[src/spi_reg_cfg.svh]
// constants for the serial register access slave
`ifndef SPI_REG_CFG_SVH
`define SPI_REG_CFG_SVH
`define ADDR_W 7
`define BYTE_W 8
`define BIT_CNT_W 3
`define BIT_LAST 3'h7
`define BIT_STEP 3'h1
`define SCK_IDLE 1'b0
`define SEL_IDLE 1'b1
`define MOSI_IDLE 1'b0
`define DIR_BIT 0
`define ADDR_HI 7
`define ADDR_LO 1
`define DIR_READ 1'h1
`define FIFO_ADDR_DEFAULT 7'h05
`define ADDR_STEP 7'h01
`endif

[src/spi_reg_pkg.sv]
// types for the serial register access slave
package spi_reg_pkg;
  typedef enum logic [2:0] {
    st_idle = 3'b001,
    st_cmd = 3'b010,
    st_data = 3'b100
  } xfer_e;
endpackage

[src/pin_sync.sv]
// three-stage pin synchroniser with agreement filter
`timescale 1ns/1ns
`include "spi_reg_cfg.svh"
module pin_sync (
  // clock and reset
  input wire logic core_clk,
  input wire logic rstn,
  // pin side
  input wire logic pin,
  input wire logic rst_val,
  // core side
  output logic level
);
  logic s1; // first stage, read only by s2
  logic s2;
  logic s3;
  // shift chain; the level follows only when stages two and three agree
  // stages reset to the idle level too, so no false change follows reset
  always_ff @(posedge core_clk) begin
    if (!rstn) begin
      s1 <= rst_val;
      s2 <= rst_val;
      s3 <= rst_val;
    end else begin
      s1 <= pin;
      s2 <= s1;
      s3 <= s2;
    end
  end
  // filtered level; rst_val is a constant tie at the instance
  always_ff @(posedge core_clk) begin
    if (!rstn) begin
      level <= rst_val;
    end else if (s2 == s3) begin
      level <= s3;
    end
  end
endmodule // pin_sync

[src/spi_register_access_slave.sv]
// serial host port slave giving register read and write access
`timescale 1ns/1ns
`include "spi_reg_cfg.svh"
module spi_register_access_slave (
  // clock and reset
  input wire logic core_clk,
  input wire logic rstn,
  // serial pins
  input wire logic sck,
  input wire logic select_n,
  input wire logic mosi,
  output logic miso,
  output logic miso_oe,
  // register side write port
  output logic wr_en,
  output logic [`ADDR_W-1:0] wr_addr,
  output logic [`BYTE_W-1:0] wr_data,
  // register side read port
  output logic rd_en,
  output logic [`ADDR_W-1:0] rd_addr,
  input wire logic [`BYTE_W-1:0] rd_data,
  // fifo address, tie to a constant
  input wire logic [`ADDR_W-1:0] fifo_addr
);
  // filtered pin levels
  logic sck_lv;
  logic sel_lv;
  logic mosi_lv;
  logic sck_d; // previous filtered clock for edge finding
  logic rise;
  logic fall;
  spi_reg_pkg::xfer_e state;
  logic [`BIT_CNT_W-1:0] bit_cnt; // bits received in current byte
  logic [`BYTE_W-1:0] shift_in;
  logic [`BYTE_W-1:0] shift_out;
  logic [`ADDR_W-1:0] addr;
  logic is_read;
  logic byte_done;
  logic [`BYTE_W-1:0] next_byte;

  // address step that honours the fifo exception
  function automatic logic [`ADDR_W-1:0] step_addr(input logic [`ADDR_W-1:0] a,
                                                  input logic [`ADDR_W-1:0] f);
    step_addr = (a == f) ? a : a + `ADDR_STEP;
  endfunction

  pin_sync u_sck (.core_clk(core_clk), .rstn(rstn), .pin(sck), .rst_val(`SCK_IDLE),
                  .level(sck_lv));
  pin_sync u_sel (.core_clk(core_clk), .rstn(rstn), .pin(select_n), .rst_val(`SEL_IDLE),
                  .level(sel_lv));
  pin_sync u_mosi (.core_clk(core_clk), .rstn(rstn), .pin(mosi), .rst_val(`MOSI_IDLE),
                   .level(mosi_lv));

  // edge finder on the filtered clock; clock idles low
  always_ff @(posedge core_clk) begin
    if (!rstn) begin
      sck_d <= `SCK_IDLE;
    end else begin
      sck_d <= sck_lv;
    end
  end
  assign rise = sck_lv && !sck_d && !sel_lv;
  assign fall = !sck_lv && sck_d && !sel_lv;
  assign byte_done = rise && (bit_cnt == `BIT_LAST);
  assign next_byte = {shift_in[`BYTE_W-2:0], mosi_lv};

  // bit counter and input shifter; select high drops any partial byte
  always_ff @(posedge core_clk) begin
    if (!rstn) begin
      bit_cnt <= '0;
      shift_in <= '0;
    end else if (sel_lv) begin
      bit_cnt <= '0;
      shift_in <= '0;
    end else if (rise) begin
      bit_cnt <= bit_cnt + `BIT_STEP;
      shift_in <= next_byte;
    end
  end

  // transaction sequencer: first byte is command, later bytes are data
  always_ff @(posedge core_clk) begin
    if (!rstn) begin
      state <= spi_reg_pkg::st_idle;
      addr <= '0;
      is_read <= 1'b0;
    end else begin
      case (state)
        spi_reg_pkg::st_idle: begin
          if (!sel_lv) begin
            state <= spi_reg_pkg::st_cmd;
          end
        end
        spi_reg_pkg::st_cmd: begin
          if (sel_lv) begin
            state <= spi_reg_pkg::st_idle;
          end else if (byte_done) begin
            is_read <= (next_byte[`DIR_BIT] == `DIR_READ);
            addr <= next_byte[`ADDR_HI:`ADDR_LO];
            state <= spi_reg_pkg::st_data;
          end
        end
        spi_reg_pkg::st_data: begin
          if (sel_lv) begin
            state <= spi_reg_pkg::st_idle;
          end else if (byte_done) begin
            if (is_read) begin
              addr <= next_byte[`ADDR_HI:`ADDR_LO];
            end else begin
              addr <= step_addr(addr, fifo_addr);
            end
          end
        end
        default: begin
          state <= spi_reg_pkg::st_idle;
        end
      endcase
    end
  end

  // register write strobe, one cycle per completed write data byte
  always_ff @(posedge core_clk) begin
    if (!rstn) begin
      wr_en <= 1'b0;
      wr_addr <= '0;
      wr_data <= '0;
    end else begin
      wr_en <= (state == spi_reg_pkg::st_data) && !is_read && byte_done && !sel_lv;
      if ((state == spi_reg_pkg::st_data) && !is_read && byte_done) begin
        wr_addr <= addr;
        wr_data <= next_byte;
      end
    end
  end

  // read strobe when any read-address byte completes
  always_ff @(posedge core_clk) begin
    if (!rstn) begin
      rd_en <= 1'b0;
      rd_addr <= '0;
    end else begin
      rd_en <= byte_done && !sel_lv && (next_byte[`DIR_BIT] == `DIR_READ)
               && ((state == spi_reg_pkg::st_cmd)
                   || ((state == spi_reg_pkg::st_data) && is_read));
      if (byte_done) begin
        rd_addr <= next_byte[`ADDR_HI:`ADDR_LO]; // holds until the next byte
      end
    end
  end

  // output shifter: load read data after strobe, shift on falling edges
  always_ff @(posedge core_clk) begin
    if (!rstn) begin
      shift_out <= '0;
      miso <= 1'b0;
    end else if (sel_lv) begin
      shift_out <= '0;
      miso <= 1'b0;
    end else begin
      if (rd_en) begin
        shift_out <= rd_data; // register answers in the strobe cycle
      end else if (fall) begin
        miso <= shift_out[`BYTE_W-1];
        shift_out <= {shift_out[`BYTE_W-2:0], 1'b0};
      end
    end
  end
  // drive only while selected
  assign miso_oe = !sel_lv;
endmodule // spi_register_access_slave

[config.mk]
export PLATFORM = sky130hd
export DESIGN_NAME = spi_register_access_slave
export DESIGN_NICKNAME = d
export VERILOG_FILES = /design/src/spi_reg_pkg.sv /design/src/pin_sync.sv /design/src/spi_register_access_slave.sv
export VERILOG_INCLUDE_DIRS = /design/src /design/src/src
export SDC_FILE = /design/constraint.sdc
export NUM_CORES = 1
export LEC_CHECK = 0
export BUFFER_PORTS_ARGS = -buffer_cell sky130_fd_sc_hd__buf_2
export CAP_MARGIN = 30
export CORE_AREA = 2 2 74 76
export DETAILED_ROUTE_END_ITERATION = 7
export DIE_AREA = 0 0 76 78
export PLACE_DENSITY = 0.84
export SYNTH_ARGS = -nofsm -noshare
export SYNTH_HDL_FRONTEND = slang
export SYNTH_SLANG_ARGS = --single-unit
[constraint.sdc]
create_clock -name core_clk -period 2.4 [get_ports core_clk]
set_input_delay 0.48 -clock core_clk [delete_from_list [all_inputs] [get_ports core_clk]]
set_output_delay 0.48 -clock core_clk [all_outputs]
set_load 0.02 [all_outputs]
Word-level counts from Yosys, hierarchy flattened
Index checks and enable logic that the tools add are counted.
- word-level logic and storage cells: 84
- bits in registers: 67
- output and inout bits: 26
- input port bits: 20
- add/sub/neg operators: 2
- reductions and logical operators: 24
- equality and inequality tests: 16
- bitwise gates (word level): 3
- multiplexer cells: 14
- operator list (kind ; count):
    7-bit 2-to-1 mux ; 6
    8-bit 2-to-1 mux ; 2
    7-bit one-hot mux with 2 select lines ; 1
    1-bit logical AND ; 12
    3-bit 2-to-1 mux ; 4
    2-bit inequality test (second input constant) ; 5
    3-bit one-hot mux with 3 select lines ; 1
    7-bit by 1-bit adder with 7-bit output (second input constant) ; 1
    7-bit equality test ; 1
    3-bit equality test (second input constant) ; 2
    3-bit AND reduction ; 2
    6-bit AND reduction ; 1
    1-bit logical NOT ; 4
    2-bit nonzero test ; 2
    3-bit by 1-bit adder with 3-bit output (second input constant) ; 1
    1-bit equality test ; 3
    3-bit by 1-bit equality test with 1-bit output (second input constant) ; 1
    3-bit by 2-bit equality test with 1-bit output (second input constant) ; 1
    3-bit by 2-bit inequality test with 1-bit output (second input constant) ; 1
    3-bit inequality test (second input constant) ; 1
    1-bit NOT ; 3
    2-bit by 1-bit inequality test with 1-bit output (second input constant) ; 1
    2-bit AND reduction ; 1
    2-bit OR reduction ; 1
    1-bit logical OR ; 1

Logic depth before layout (Yosys ltp)
Gate-level depths: netlist of run 1.
- depth in word-level cells: 7
- depth in mapped cells: 8
- gate-level depth less buffers: 7

Hierarchy
A second synthesis of run 1 with hierarchy kept.
- cell total of the unflattened synthesis: 330
- area total of the unflattened synthesis: 2872.8 um^2
- by module, submodules not included (module ; times used ; seq. area each (um^2) ; area each (um^2) ; cells an instance):
    spi_register_access_slave ; 1 ; 1101.1 ; 2433.6 ; 285
    pin_sync ; 3 ; 90.1 ; 146.4 ; 15

Worst setup path after synthesis of run 1
OpenSTA, ideal clock, no wires.
- path kind: register -> register
- start point: register state[0]
- end point: register addr[4]
- path slack: 699 ps
- library setup time: 115 ps
- stages on the path, launching flop included: 8
- arrival time: 1586 ps
- buffers on the path: 2
- cells stage by stage: dfxtp_1 > buf_4 > nor4b_4 > nand4_1 > o21ai_2 > buf_4 > a21oi_1 > o21a_1
- cells in the longest elaborated chain, start to end: 3
- elaborated cells on any way between the ends: 10
- classes of those cells: eq/ne: 7; mux: 1; reduce/logical: 2
- ends and longest elaborated chain (element ; RTL line ; text):
    from (decl) ; spi_register_access_slave.sv:32 ; spi_reg_pkg::xfer_e state;
    from (signal assigned) ; spi_register_access_slave.sv:84 ; state <= spi_reg_pkg::st_idle;
    from (signal assigned) ; spi_register_access_slave.sv:91 ; state <= spi_reg_pkg::st_cmd;
    from (signal assigned) ; spi_register_access_slave.sv:96 ; state <= spi_reg_pkg::st_idle;
    3-bit equality test or 3-bit by 2-bit equality test with 1-bit output (tied branches) ; spi_register_access_slave.sv:88 ; case (state)
    3-bit inequality test (no source line), or another cell as far along ; - ;
    6-bit AND reduction (no source line) ; - ;
    to (signal assigned) ; spi_register_access_slave.sv:99 ; addr <= next_byte[`ADDR_HI:`ADDR_LO];
    to (signal assigned) ; spi_register_access_slave.sv:108 ; addr <= next_byte[`ADDR_HI:`ADDR_LO];
    to (signal assigned) ; spi_register_access_slave.sv:110 ; addr <= step_addr(addr, fifo_addr);
    to (decl) ; spi_register_access_slave.sv:36 ; logic [`ADDR_W-1:0] addr;
Several ways; a longest one is shown, not always the timed one.
A chain may end at the register's enable or synchronous reset.

Final worst setup path of run 1
- start point: register state[0]
- end point: register addr[0]
The elaborated chain is that of the path after synthesis.

==> flow_summary.toml, run 1 <==
[clocking]
holdBufCountCts = 0
ctsResizeCount = 0
cts_root_buffer = "clkbuf_8"
cts_buffer_depth = 2
post-cts-setup-buffers = 0
clock_latency_ns = 0.34
clkSinkCount = 67
h-tree-depth = 3
tritoncts = "yes"
cts_buffers = 9
clkTransAtPathRegs_ns = 0.07

[sta]
worst_pin_slew_ns = 0.5728
drv_slew = 0
setup_viol = 0
setup_ws_ns = 0.4522
period_share_pct = 81.16
slew_headroom_pct = 61.72
rsz0062_at_grt = "false"
timing.setup.tns_ns = 0
hold_viol = 0
fin_skew_ns = 0.005467
fmax_ghz = 0.5134
period_minus_slack_ns = 1.948

[logic_synthesis]
synth-edff-count = 0
synth_area_sq_mm = 0.002711
async_flop_share_pct = 0
ys_types = 41
synth_seq_cells = 67
yosysWarnings = 0
synth_seq_area_share_pct = 49.47
syn-num-nets = 338
syn_area_per_cell_sq_um = 8.607
syn-instance-count = 315
synthFlopType = "dfxtp_1"

[cells_and_area]
drive_gt1_share_pct = 20.61
final_nets = 377
syn_to_final_growth_pct = 16.89
nFillCells = 431
diodes = 0

[place]
port-buffer-count = 45
place_ws_ns = 0.4571
dp_hpwl_um = 3600
gp_congestion = 0.8518

[grt]
grt_max_degree = 21
grt.total_usage_pct = 18.92
grt_pass1_vias = 1917
grt_pass1_wl_um = 8873
overflow = 0
antenna_found_initial = 0

[worst_setup_path]
cpMaxStageDelayCell = "nor4b_4"
worstSetupEndpointType = "register"
r2r_setup_slack_ns = 0.45
critPathMaxStageDelay_ns = 0.50
r2r_end = "addr[0]"
required_ns = 2.68
crit_arrival_ns = 2.23
startpoint_type = "register"
worstSetupPathType = "register to register"
worstPathCellList = "nor4b_4 > nand4_1 > o21ai_2 > o21ai_0 > a21oi_1"
crit_fanout = 14
crit_start = "state[0]"
rr_worst_depth = 5
reg2reg_from = "state[0]"

[pwr]
seqPwrFrac_pct = 52.6
power_mw = 2.130
sw_frac_of_total_pct = 20.09
p_leak_nw = 1.180
p_sw_mw = 0.4280
power_frac_clock_pct = 45.5
power_density_mw_per_mm2 = 672.2
combPwrFrac_pct = 1.9
p_int_mw = 1.702
peakVddDrop_v = 0.0004555

[worst_hold_path]
hold_end = "u_sel.s1"
hold_start = "select_n"
hp-class = "input pin to register"
hold_path_depth = 2

[die]
ios = 46
dieArea_sq_mm = 0.005928
core-area_sq_mm = 0.005042
fp-row-count = 26
chipHeight_um = 78
die_w_um = 76
start_util_pct = 53.77

[routing]
drtIter0Drc = 103
drt-total-wl_um = 5326
num_vias = 2220
drtAntennaViolNets = 0
drc_errors = 0
vias_per_cell = 5.175
post_drt_wl_per_cell_um = 12.41
drt_first_pass_iters = 5

[flow_run]
max_cap_violations = 0

[status]
status = "completed"
-- synth_stat cells, drive strengths merged, types with 4 or more instances --
master | number | area, sq um
dfxtp | 67 | 1341
nand2 | 64 | 240.2
a21oi | 46 | 230.2
nor2 | 27 | 103.9
buf | 11 | 61.30
clkbuf | 10 | 37.54
mux2i | 10 | 100.1
o21ai | 10 | 53.80
and2 | 8 | 50.05
xnor2 | 8 | 70.07
nand2b | 6 | 37.54
nor3 | 5 | 25.02
nand3 | 4 | 20.02
o221a | 4 | 45.04
-- placed cells by master, fill, tap and decap left out, drive strengths merged --
| cell | count |
|---|---|
| or3 | 1 |
| o31ai | 2 |
| nor4 | 1 |
| and2 | 8 |
| inv | 2 |
| and3 | 3 |
| o311ai | 1 |
| or4b | 1 |
| nand4bb | 1 |
| a211oi | 1 |
| nor4b | 1 |
| xnor2 | 8 |
| mux2i | 10 |
| mux2 | 1 |
| clkinvlp | 2 |
| buf | 49 |
| nor2 | 27 |
| dfxtp | 67 |
| o211ai | 2 |
| nor3 | 5 |
| nand4 | 2 |
| o32ai | 1 |
| a21o | 1 |
| o221a | 4 |
| nand3 | 4 |
| a31oi | 1 |
| nand3b | 2 |
| nand2 | 64 |
| clkbuf | 13 |
| nor3b | 2 |
| or3b | 1 |
| nor2b | 3 |
| a21oi | 46 |
| o21ai | 10 |
| ha | 3 |
| o21a | 2 |
| bufinv | 1 |
| nand2b | 6 |
-- state kept, by name, indices dropped and copies added (netlist names), 3 cells and up --
signal / count
addr: 7
bit_cnt: 3
rd_addr: 7
shift_in: 7
shift_out: 8
state: 3
wr_addr: 7
wr_data: 8
-- worst max path at each step --
stage | endpoint | slack (ns) | depth (start not counted)
final | addr[0] | 0.45 | 5
after detailed placement | addr[0] | 0.46 | 5
after global routing | addr[0] | 0.25 | 5
after floorplan | addr[4] | 0.70 | 7
after global placement | addr[0] | 0.56 | 5
after CTS | addr[0] | 0.45 | 5
-- per-layer routing --
layer	share of wire, %	vias up	routed length [um]	GRT usage (%)
met5	0	-	0	0
met4	0.83	0	44	9.818
met3	5.6	6	300	5.698
met2	47	57	2480	29.29
met1	47	1014	2501	23.92
li1	-	1143	-	-
-- power groups by stage --
stage	Combinational, mW	Clock, mW	Sequential, mW
finish	0.0411	0.969	1.12
global route	0.0455	1.05	1.12
CTS	0.0415	0.991	1.12
detailed placement	0.0411	0	1.15
global placement	0.0407	0	1.15
floorplan	0.0215	0	1.14
-- final cells by class --
type	instances	area [sq um]	share of cell area, %
repair buffers	49	255.2	8.054
inverters	2	7.507	0.2369
clock buffers	13	168.9	5.330
clock inverters	3	45.04	1.421
multi-input cells	225	1264	39.87
well taps	70	87.58	2.764
flip-flops and latches	67	1341	42.32
-- metrics by stage --
step                      area (sq um)  util [%]  hold WS [ns]  instances
after detailed placement          2955     58.61        0.3961        413
after CTS                         3169     62.85        0.3089        429
final                             3169     62.85        0.3178        429
after global placement            2955     58.61        0.3901        413
after floorplan                   2711         -        0.3863        315
after global routing              3169     62.85        0.2988        429
-- logic make-up after synthesis --
logic type                 Yosys count  share of synthesized area [%]
buffers and inverters               23                          3.922
muxes                               11                          4.107
xor gates and xnor gates             8                          2.584
DFF                                 67                          49.47
adders and majority gates            3                          1.385
and+or+nand+nor                    132                          23.12
AOI/OAI and AO/OA                   71                          15.41
-- critical path, delay by kind of cell (launching register included) --
family,cells,cell delay [ns]
AOI/OAI and AO/OA,3,0.81
DFF,1,0.41
and+or+nand+nor,2,0.66
(Power assumes the default switching activity.)
==> run 2, diff against run 1 <==
--- a/config.mk
+++ b/config.mk
@@ -8,10 +8,10 @@
 export LEC_CHECK = 0
 export BUFFER_PORTS_ARGS = -buffer_cell sky130_fd_sc_hd__buf_2
 export CAP_MARGIN = 30
-export CORE_AREA = 2 2 74 76
+export CORE_AREA = 2 2 77 79
 export DETAILED_ROUTE_END_ITERATION = 7
-export DIE_AREA = 0 0 76 78
-export PLACE_DENSITY = 0.84
+export DIE_AREA = 0 0 79 81
+export PLACE_DENSITY = 0.82
 export SYNTH_ARGS = -nofsm -noshare
 export SYNTH_HDL_FRONTEND = slang
 export SYNTH_SLANG_ARGS = --single-unit
==> constraint.sdc (replaced) <==
create_clock -name core_clk -period 1.7 [get_ports core_clk]
set_input_delay 0.34 -clock core_clk [delete_from_list [all_inputs] [get_ports core_clk]]
set_output_delay 0.34 -clock core_clk [all_outputs]
set_load 0.02 [all_outputs]
==> run 2 against run 1 <==
  * Total power is 27% higher
  * Count of clock-buffer cells in the layout is 3 lower
  * Hold slack worse by 0.14 ns
  * Combinational power is 57% higher
  * Largest cell class is now multi-input combinational cells
==> flow_summary.toml, run 2 (synthesis gave the netlist of run 1 again) <==
[sta]
hold_viol = 0
slew_headroom_pct = 75.67
period_share_pct = 98.08
timing.setup.tns_ns = 0
rsz0062_at_grt = "true"
fmax_ghz = 0.5997
drv_slew = 0
period_minus_slack_ns = 1.667
setup_viol = 0
fin_skew_ns = 0.006267
worst_pin_slew_ns = 0.3650
setup_ws_ns = 0.03263

[place]
placed_area_sq_mm = 0.003124
gp_congestion = 0.8997
dp.cells = 438
dp_hpwl_um = 4080
place_ws_ns = -0.04540
port-buffer-count = 45

[worst_setup_path]
worstSetupEndpointType = "register"
startpoint_type = "register"
worstSetupPathType = "register to register"
required_ns = 1.92
reg2reg_from = "u_sel.level"
crit_fanout = 7
crit_start = "u_sel.level"
crit_arrival_ns = 1.88

[routing]
drtIter0Drc = 150
drt_first_pass_iters = 4
vias_per_cell = 5.219
drt-total-wl_um = 6164
num_vias = 2385
drtAntennaViolNets = 0
drc_errors = 0
post_drt_wl_per_cell_um = 13.49

[clocking]
cts_root_buffer = "clkbuf_8"
clkSinkCount = 67
cts_buffers = 9
cts_buffer_depth = 2
holdBufCountCts = 0
h-tree-depth = 3
clkTransAtPathRegs_ns = 0.07
clock_latency_ns = 0.34
tritoncts = "yes"

[grt]
grt_max_degree = 20
overflow = 0
grt_pass1_vias = 2200
grt.total_usage_pct = 20.17
antenna_found_initial = 0
grt_pass1_wl_um = 9929

[cells_and_area]
diodes = 0
final_cells = 457
layout.cells.most_common = "nand2_1"
utilization_pct = 60.12
top_regs = "shift_out x8, wr_data x8"
final_area_sq_mm = 0.003412
drive_gt1_share_pct = 28.80
syn_to_final_growth_pct = 25.84
final_nets = 402
layout_common_cells = "nand2_1 (64), dfxtp_1 (62), a21oi_1 (45), buf_2 (45), nor2_1 (26)"

[flow_run]
max_cap_violations = 0

[worst_hold_path]
hp-class = "input pin to register"
hold_start = "select_n"

[die]
dieArea_sq_mm = 0.006399
die_w_um = 79
start_util_pct = 47.77
chipHeight_um = 81
core-area_sq_mm = 0.005675
fp-row-count = 28
ios = 46

[status]
status = "completed"

[pwr]
peakVddDrop_v = 0.0005654
power_density_mw_per_mm2 = 791.7
p_leak_nw = 1.287
==> run 2: cell types whose count changed in the layout (fill, tap and decap cells not counted), sizes merged <==
cell	before	now
or4b	1	2
clkbuf	13	10
bufinv	1	0
clkinvlp	2	0
buf	49	73
clkinv	0	4
==> run 2: layout make-up <==
cell class | count | area, sq um
clock inverter | 4 | 20.02
clock buffer | 10 | 127.6
timing repair buffer | 73 | 459.2
multi-input combinational | 226 | 1356
fill | 504 | 2263
sequential | 67 | 1348
inverter | 2 | 7.507
tap | 75 | 93.84
==> run 2: where the power goes <==
part,internal [mW],total [mW],switching (mW),leakage [nW]
combinational,0.0315,0.0647,0.0332,0.663
sequential,1.58,1.58,0.00363,0.543
clock,0.502,1.05,0.552,0.0815
total,2.11,2.70,0.589,1.29
==> run 2: worst max-delay path: stages (launching register included) <==
cell and delay (ns):
dfxtp_2 0.33, or3b_4 0.41, a211oi_4 0.28, o21ai_4 0.13, buf_6 0.15, o211ai_1 0.16, o21ai_1 0.09
==> run 2: repair_timing <==
item / 4_1_cts / 5_1_grt
gates resized for setup: 7 / 15
hold endpoints to repair: 0 / 0
pin swaps: 3 / 4
endpoints found under the setup margin: 4 / 23
cloned: 0 / 1
buffers inserted: 3 / 1
==> run 2: metrics by stage <==
step	hold WS, ns	power (mW)
2_1_floorplan	0.3863	1.646
3_3_place_gp	0.3906	1.680
3_5_place_dp	0.3999	1.681
4_1_cts	0.1727	2.737
5_1_grt	0.1837	2.814
6_report	0.1815	2.701
==> run 2: final timing paths <==
kind / end / slack, ns / cells after the start
min: u_sel.s1 / 0.18 / 2
min reg2reg: u_sel.s2 / 0.41 / 1
max: addr[3] / 0.03 / 6
max reg2reg: addr[3] / 0.03 / 6
==> run 2: per-layer routing <==
| layer | up-vias | GRT usage, % | share of wire (%) |
|---|---|---|---|
| met1 | 1110 | 24.46 | 46 |
| met2 | 64 | 32.97 | 47 |
| met5 | - | 0 | 0 |
| li1 | 1197 | - | - |
| met3 | 14 | 5.889 | 4.9 |
| met4 | 0 | 9.828 | 2.7 |
==> run 3, diff against run 2 <==
--- a/config.mk
+++ b/config.mk
@@ -8,9 +8,9 @@
 export LEC_CHECK = 0
 export BUFFER_PORTS_ARGS = -buffer_cell sky130_fd_sc_hd__buf_2
 export CAP_MARGIN = 30
-export CORE_AREA = 2 2 77 79
+export CORE_AREA = 2 2 81 75
 export DETAILED_ROUTE_END_ITERATION = 7
-export DIE_AREA = 0 0 79 81
+export DIE_AREA = 0 0 83 77
 export PLACE_DENSITY = 0.82
 export SYNTH_ARGS = -nofsm -noshare
 export SYNTH_HDL_FRONTEND = slang
==> run 3 against run 2 <==
  * The run now ends with negative setup slack left
  * Combinational power down 6.0%
  * Die area shrank 0.13%
  * Critical endpoint is now addr[4]
  * Routed wire length increased by 0.91%
  * Clock skew rose by 0.0024 ns
  * Critical path type unchanged
  * First-iteration DRC count rose by 21%
  * Critical path depth increased by 1
==> flow_summary.toml, run 3 (synthesis gave the netlist of run 1 again) <==
[pwr]
p_sw_mw = 0.6202
power_density_mw_per_mm2 = 922.3
combPwrFrac_pct = 1.9
p_leak_nw = 1.293
peakVddDrop_v = 0.0007740
power_mw = 3.130
seqPwrFrac_pct = 50.5
sw_frac_of_total_pct = 19.82
power_frac_clock_pct = 47.5
p_int_mw = 2.509

[grt]
met3_usage_pct = 8.504
top_usage_layer = "met2"
grt.total_usage_pct = 20.07
met1_usage_pct = 24.26
grt_pass1_wl_um = 10220
antenna_found_initial = 0
grt_pass1_vias = 2198
use_met2_pct = 30.81
grt_max_degree = 32
overflow = 0

[clocking]
cts_buffer_depth = 2
clkSinkCount = 67
cts_root_buffer = "clkbuf_8"
cts_buffers = 9
clock_latency_ns = 0.35
tritoncts = "yes"
clkTransAtPathRegs_ns = 0.06
h-tree-depth = 3
holdBufCountCts = 0

[worst_setup_path]
startpoint_type = "register"
worstSetupEndpointType = "register"
required_ns = 1.94
worstSetupPathType = "register to register"
r2r_setup_slack_ns = -0.02
crit_fanout = 10
crit_arrival_ns = 1.96

[cells_and_area]
top_regs = "shift_out x8, wr_data x8"
syn_to_final_growth_pct = 25.15
final_nets = 396
layout.cells.most_common = "nand2_1"
diodes = 0
final_cells = 448
layout_common_cells = "nand2_1 (64), dfxtp_1 (62), a21oi_1 (46)"
final_area_sq_mm = 0.003393
utilization_pct = 61.00
drive_gt1_share_pct = 26.72

[routing]
drc_errors = 0
drt-total-wl_um = 6220
vias_per_cell = 5.295
drt_first_pass_iters = 4
num_vias = 2372
drtAntennaViolNets = 0
post_drt_wl_per_cell_um = 13.88
drtIter0Drc = 181

[die]
die_w_um = 83
fp-row-count = 26
start_util_pct = 48.74
chipHeight_um = 77
dieArea_sq_mm = 0.006391
ios = 46
core-area_sq_mm = 0.005563

[place]
placed_area_sq_mm = 0.003085
dp_hpwl_um = 4112
port-buffer-count = 45
gp_congestion = 0.8430
place_ws_ns = -0.02134
dp.cells = 427

[sta]
rsz0062_at_grt = "true"
period_share_pct = 101.3
fmax_ghz = 0.5805
drv_slew = 0
slew_headroom_pct = 76.57
hold_viol = 0
setup_ws_ns = -0.02256
setup_viol = 1
worst_pin_slew_ns = 0.3514
timing.setup.tns_ns = -0.02256
fin_skew_ns = 0.008702
hold_ws_ns = 0.1751
period_minus_slack_ns = 1.723

[status]
violations = "negative setup slack"
status = "finished, violations left"

[flow_run]
max_cap_violations = 0

[worst_hold_path]
hp-class = "input pin to register"
-- run 3: final cells by class --
cell class,instances,area (sq um)
well taps,70,87.58
flip-flops and latches,67,1348
multi-input cells,225,1296
repair buffers,68,426.7
clock inverters,4,72.57
fillers,474,2170
clock buffers,12,155.1
inverters,2,7.507
-- run 3: worst paths after layout --
path,startpoint,depth (start not counted),to
max,state[1],7,addr[4]
min,select_n,2,u_sel.s1
max reg2reg,state[1],7,addr[4]
min reg2reg,u_sel.s1,1,u_sel.s2
-- run 3: repair_timing --
action                     in CTS  in global routing
setup endpoints to repair       4                 17
buffers inserted                4                  1
pin swaps                       3                  2
resized for setup               5                  8
-- run 3: worst max-delay path, stage by stage, from the launching register on --
cell     delay (ns)
dfxtp_2        0.34
buf_4          0.15
nor4b_4        0.29
nand4_1        0.15
o21ai_2        0.27
buf_6          0.19
a21oi_1        0.05
o21a_1         0.18
-- run 3: power by group through the flow --
stage | sequential, mW | clock [mW] | combinational (mW)
after CTS | 1.58 | 1.51 | 0.0602
after global placement | 1.62 | 0 | 0.0586
final | 1.58 | 1.49 | 0.0608
after global routing | 1.58 | 1.59 | 0.0665
after floorplan | 1.62 | 0 | 0.0304
after detailed placement | 1.62 | 0 | 0.0599
-- run 3: metal layers --
layer / vias to the layer above / part of all wire [%]
li1: 1181 / -
met3: 13 / 6.0
met2: 72 / 47
met4: 0 / 2.2
met5: - / 0
met1: 1106 / 45
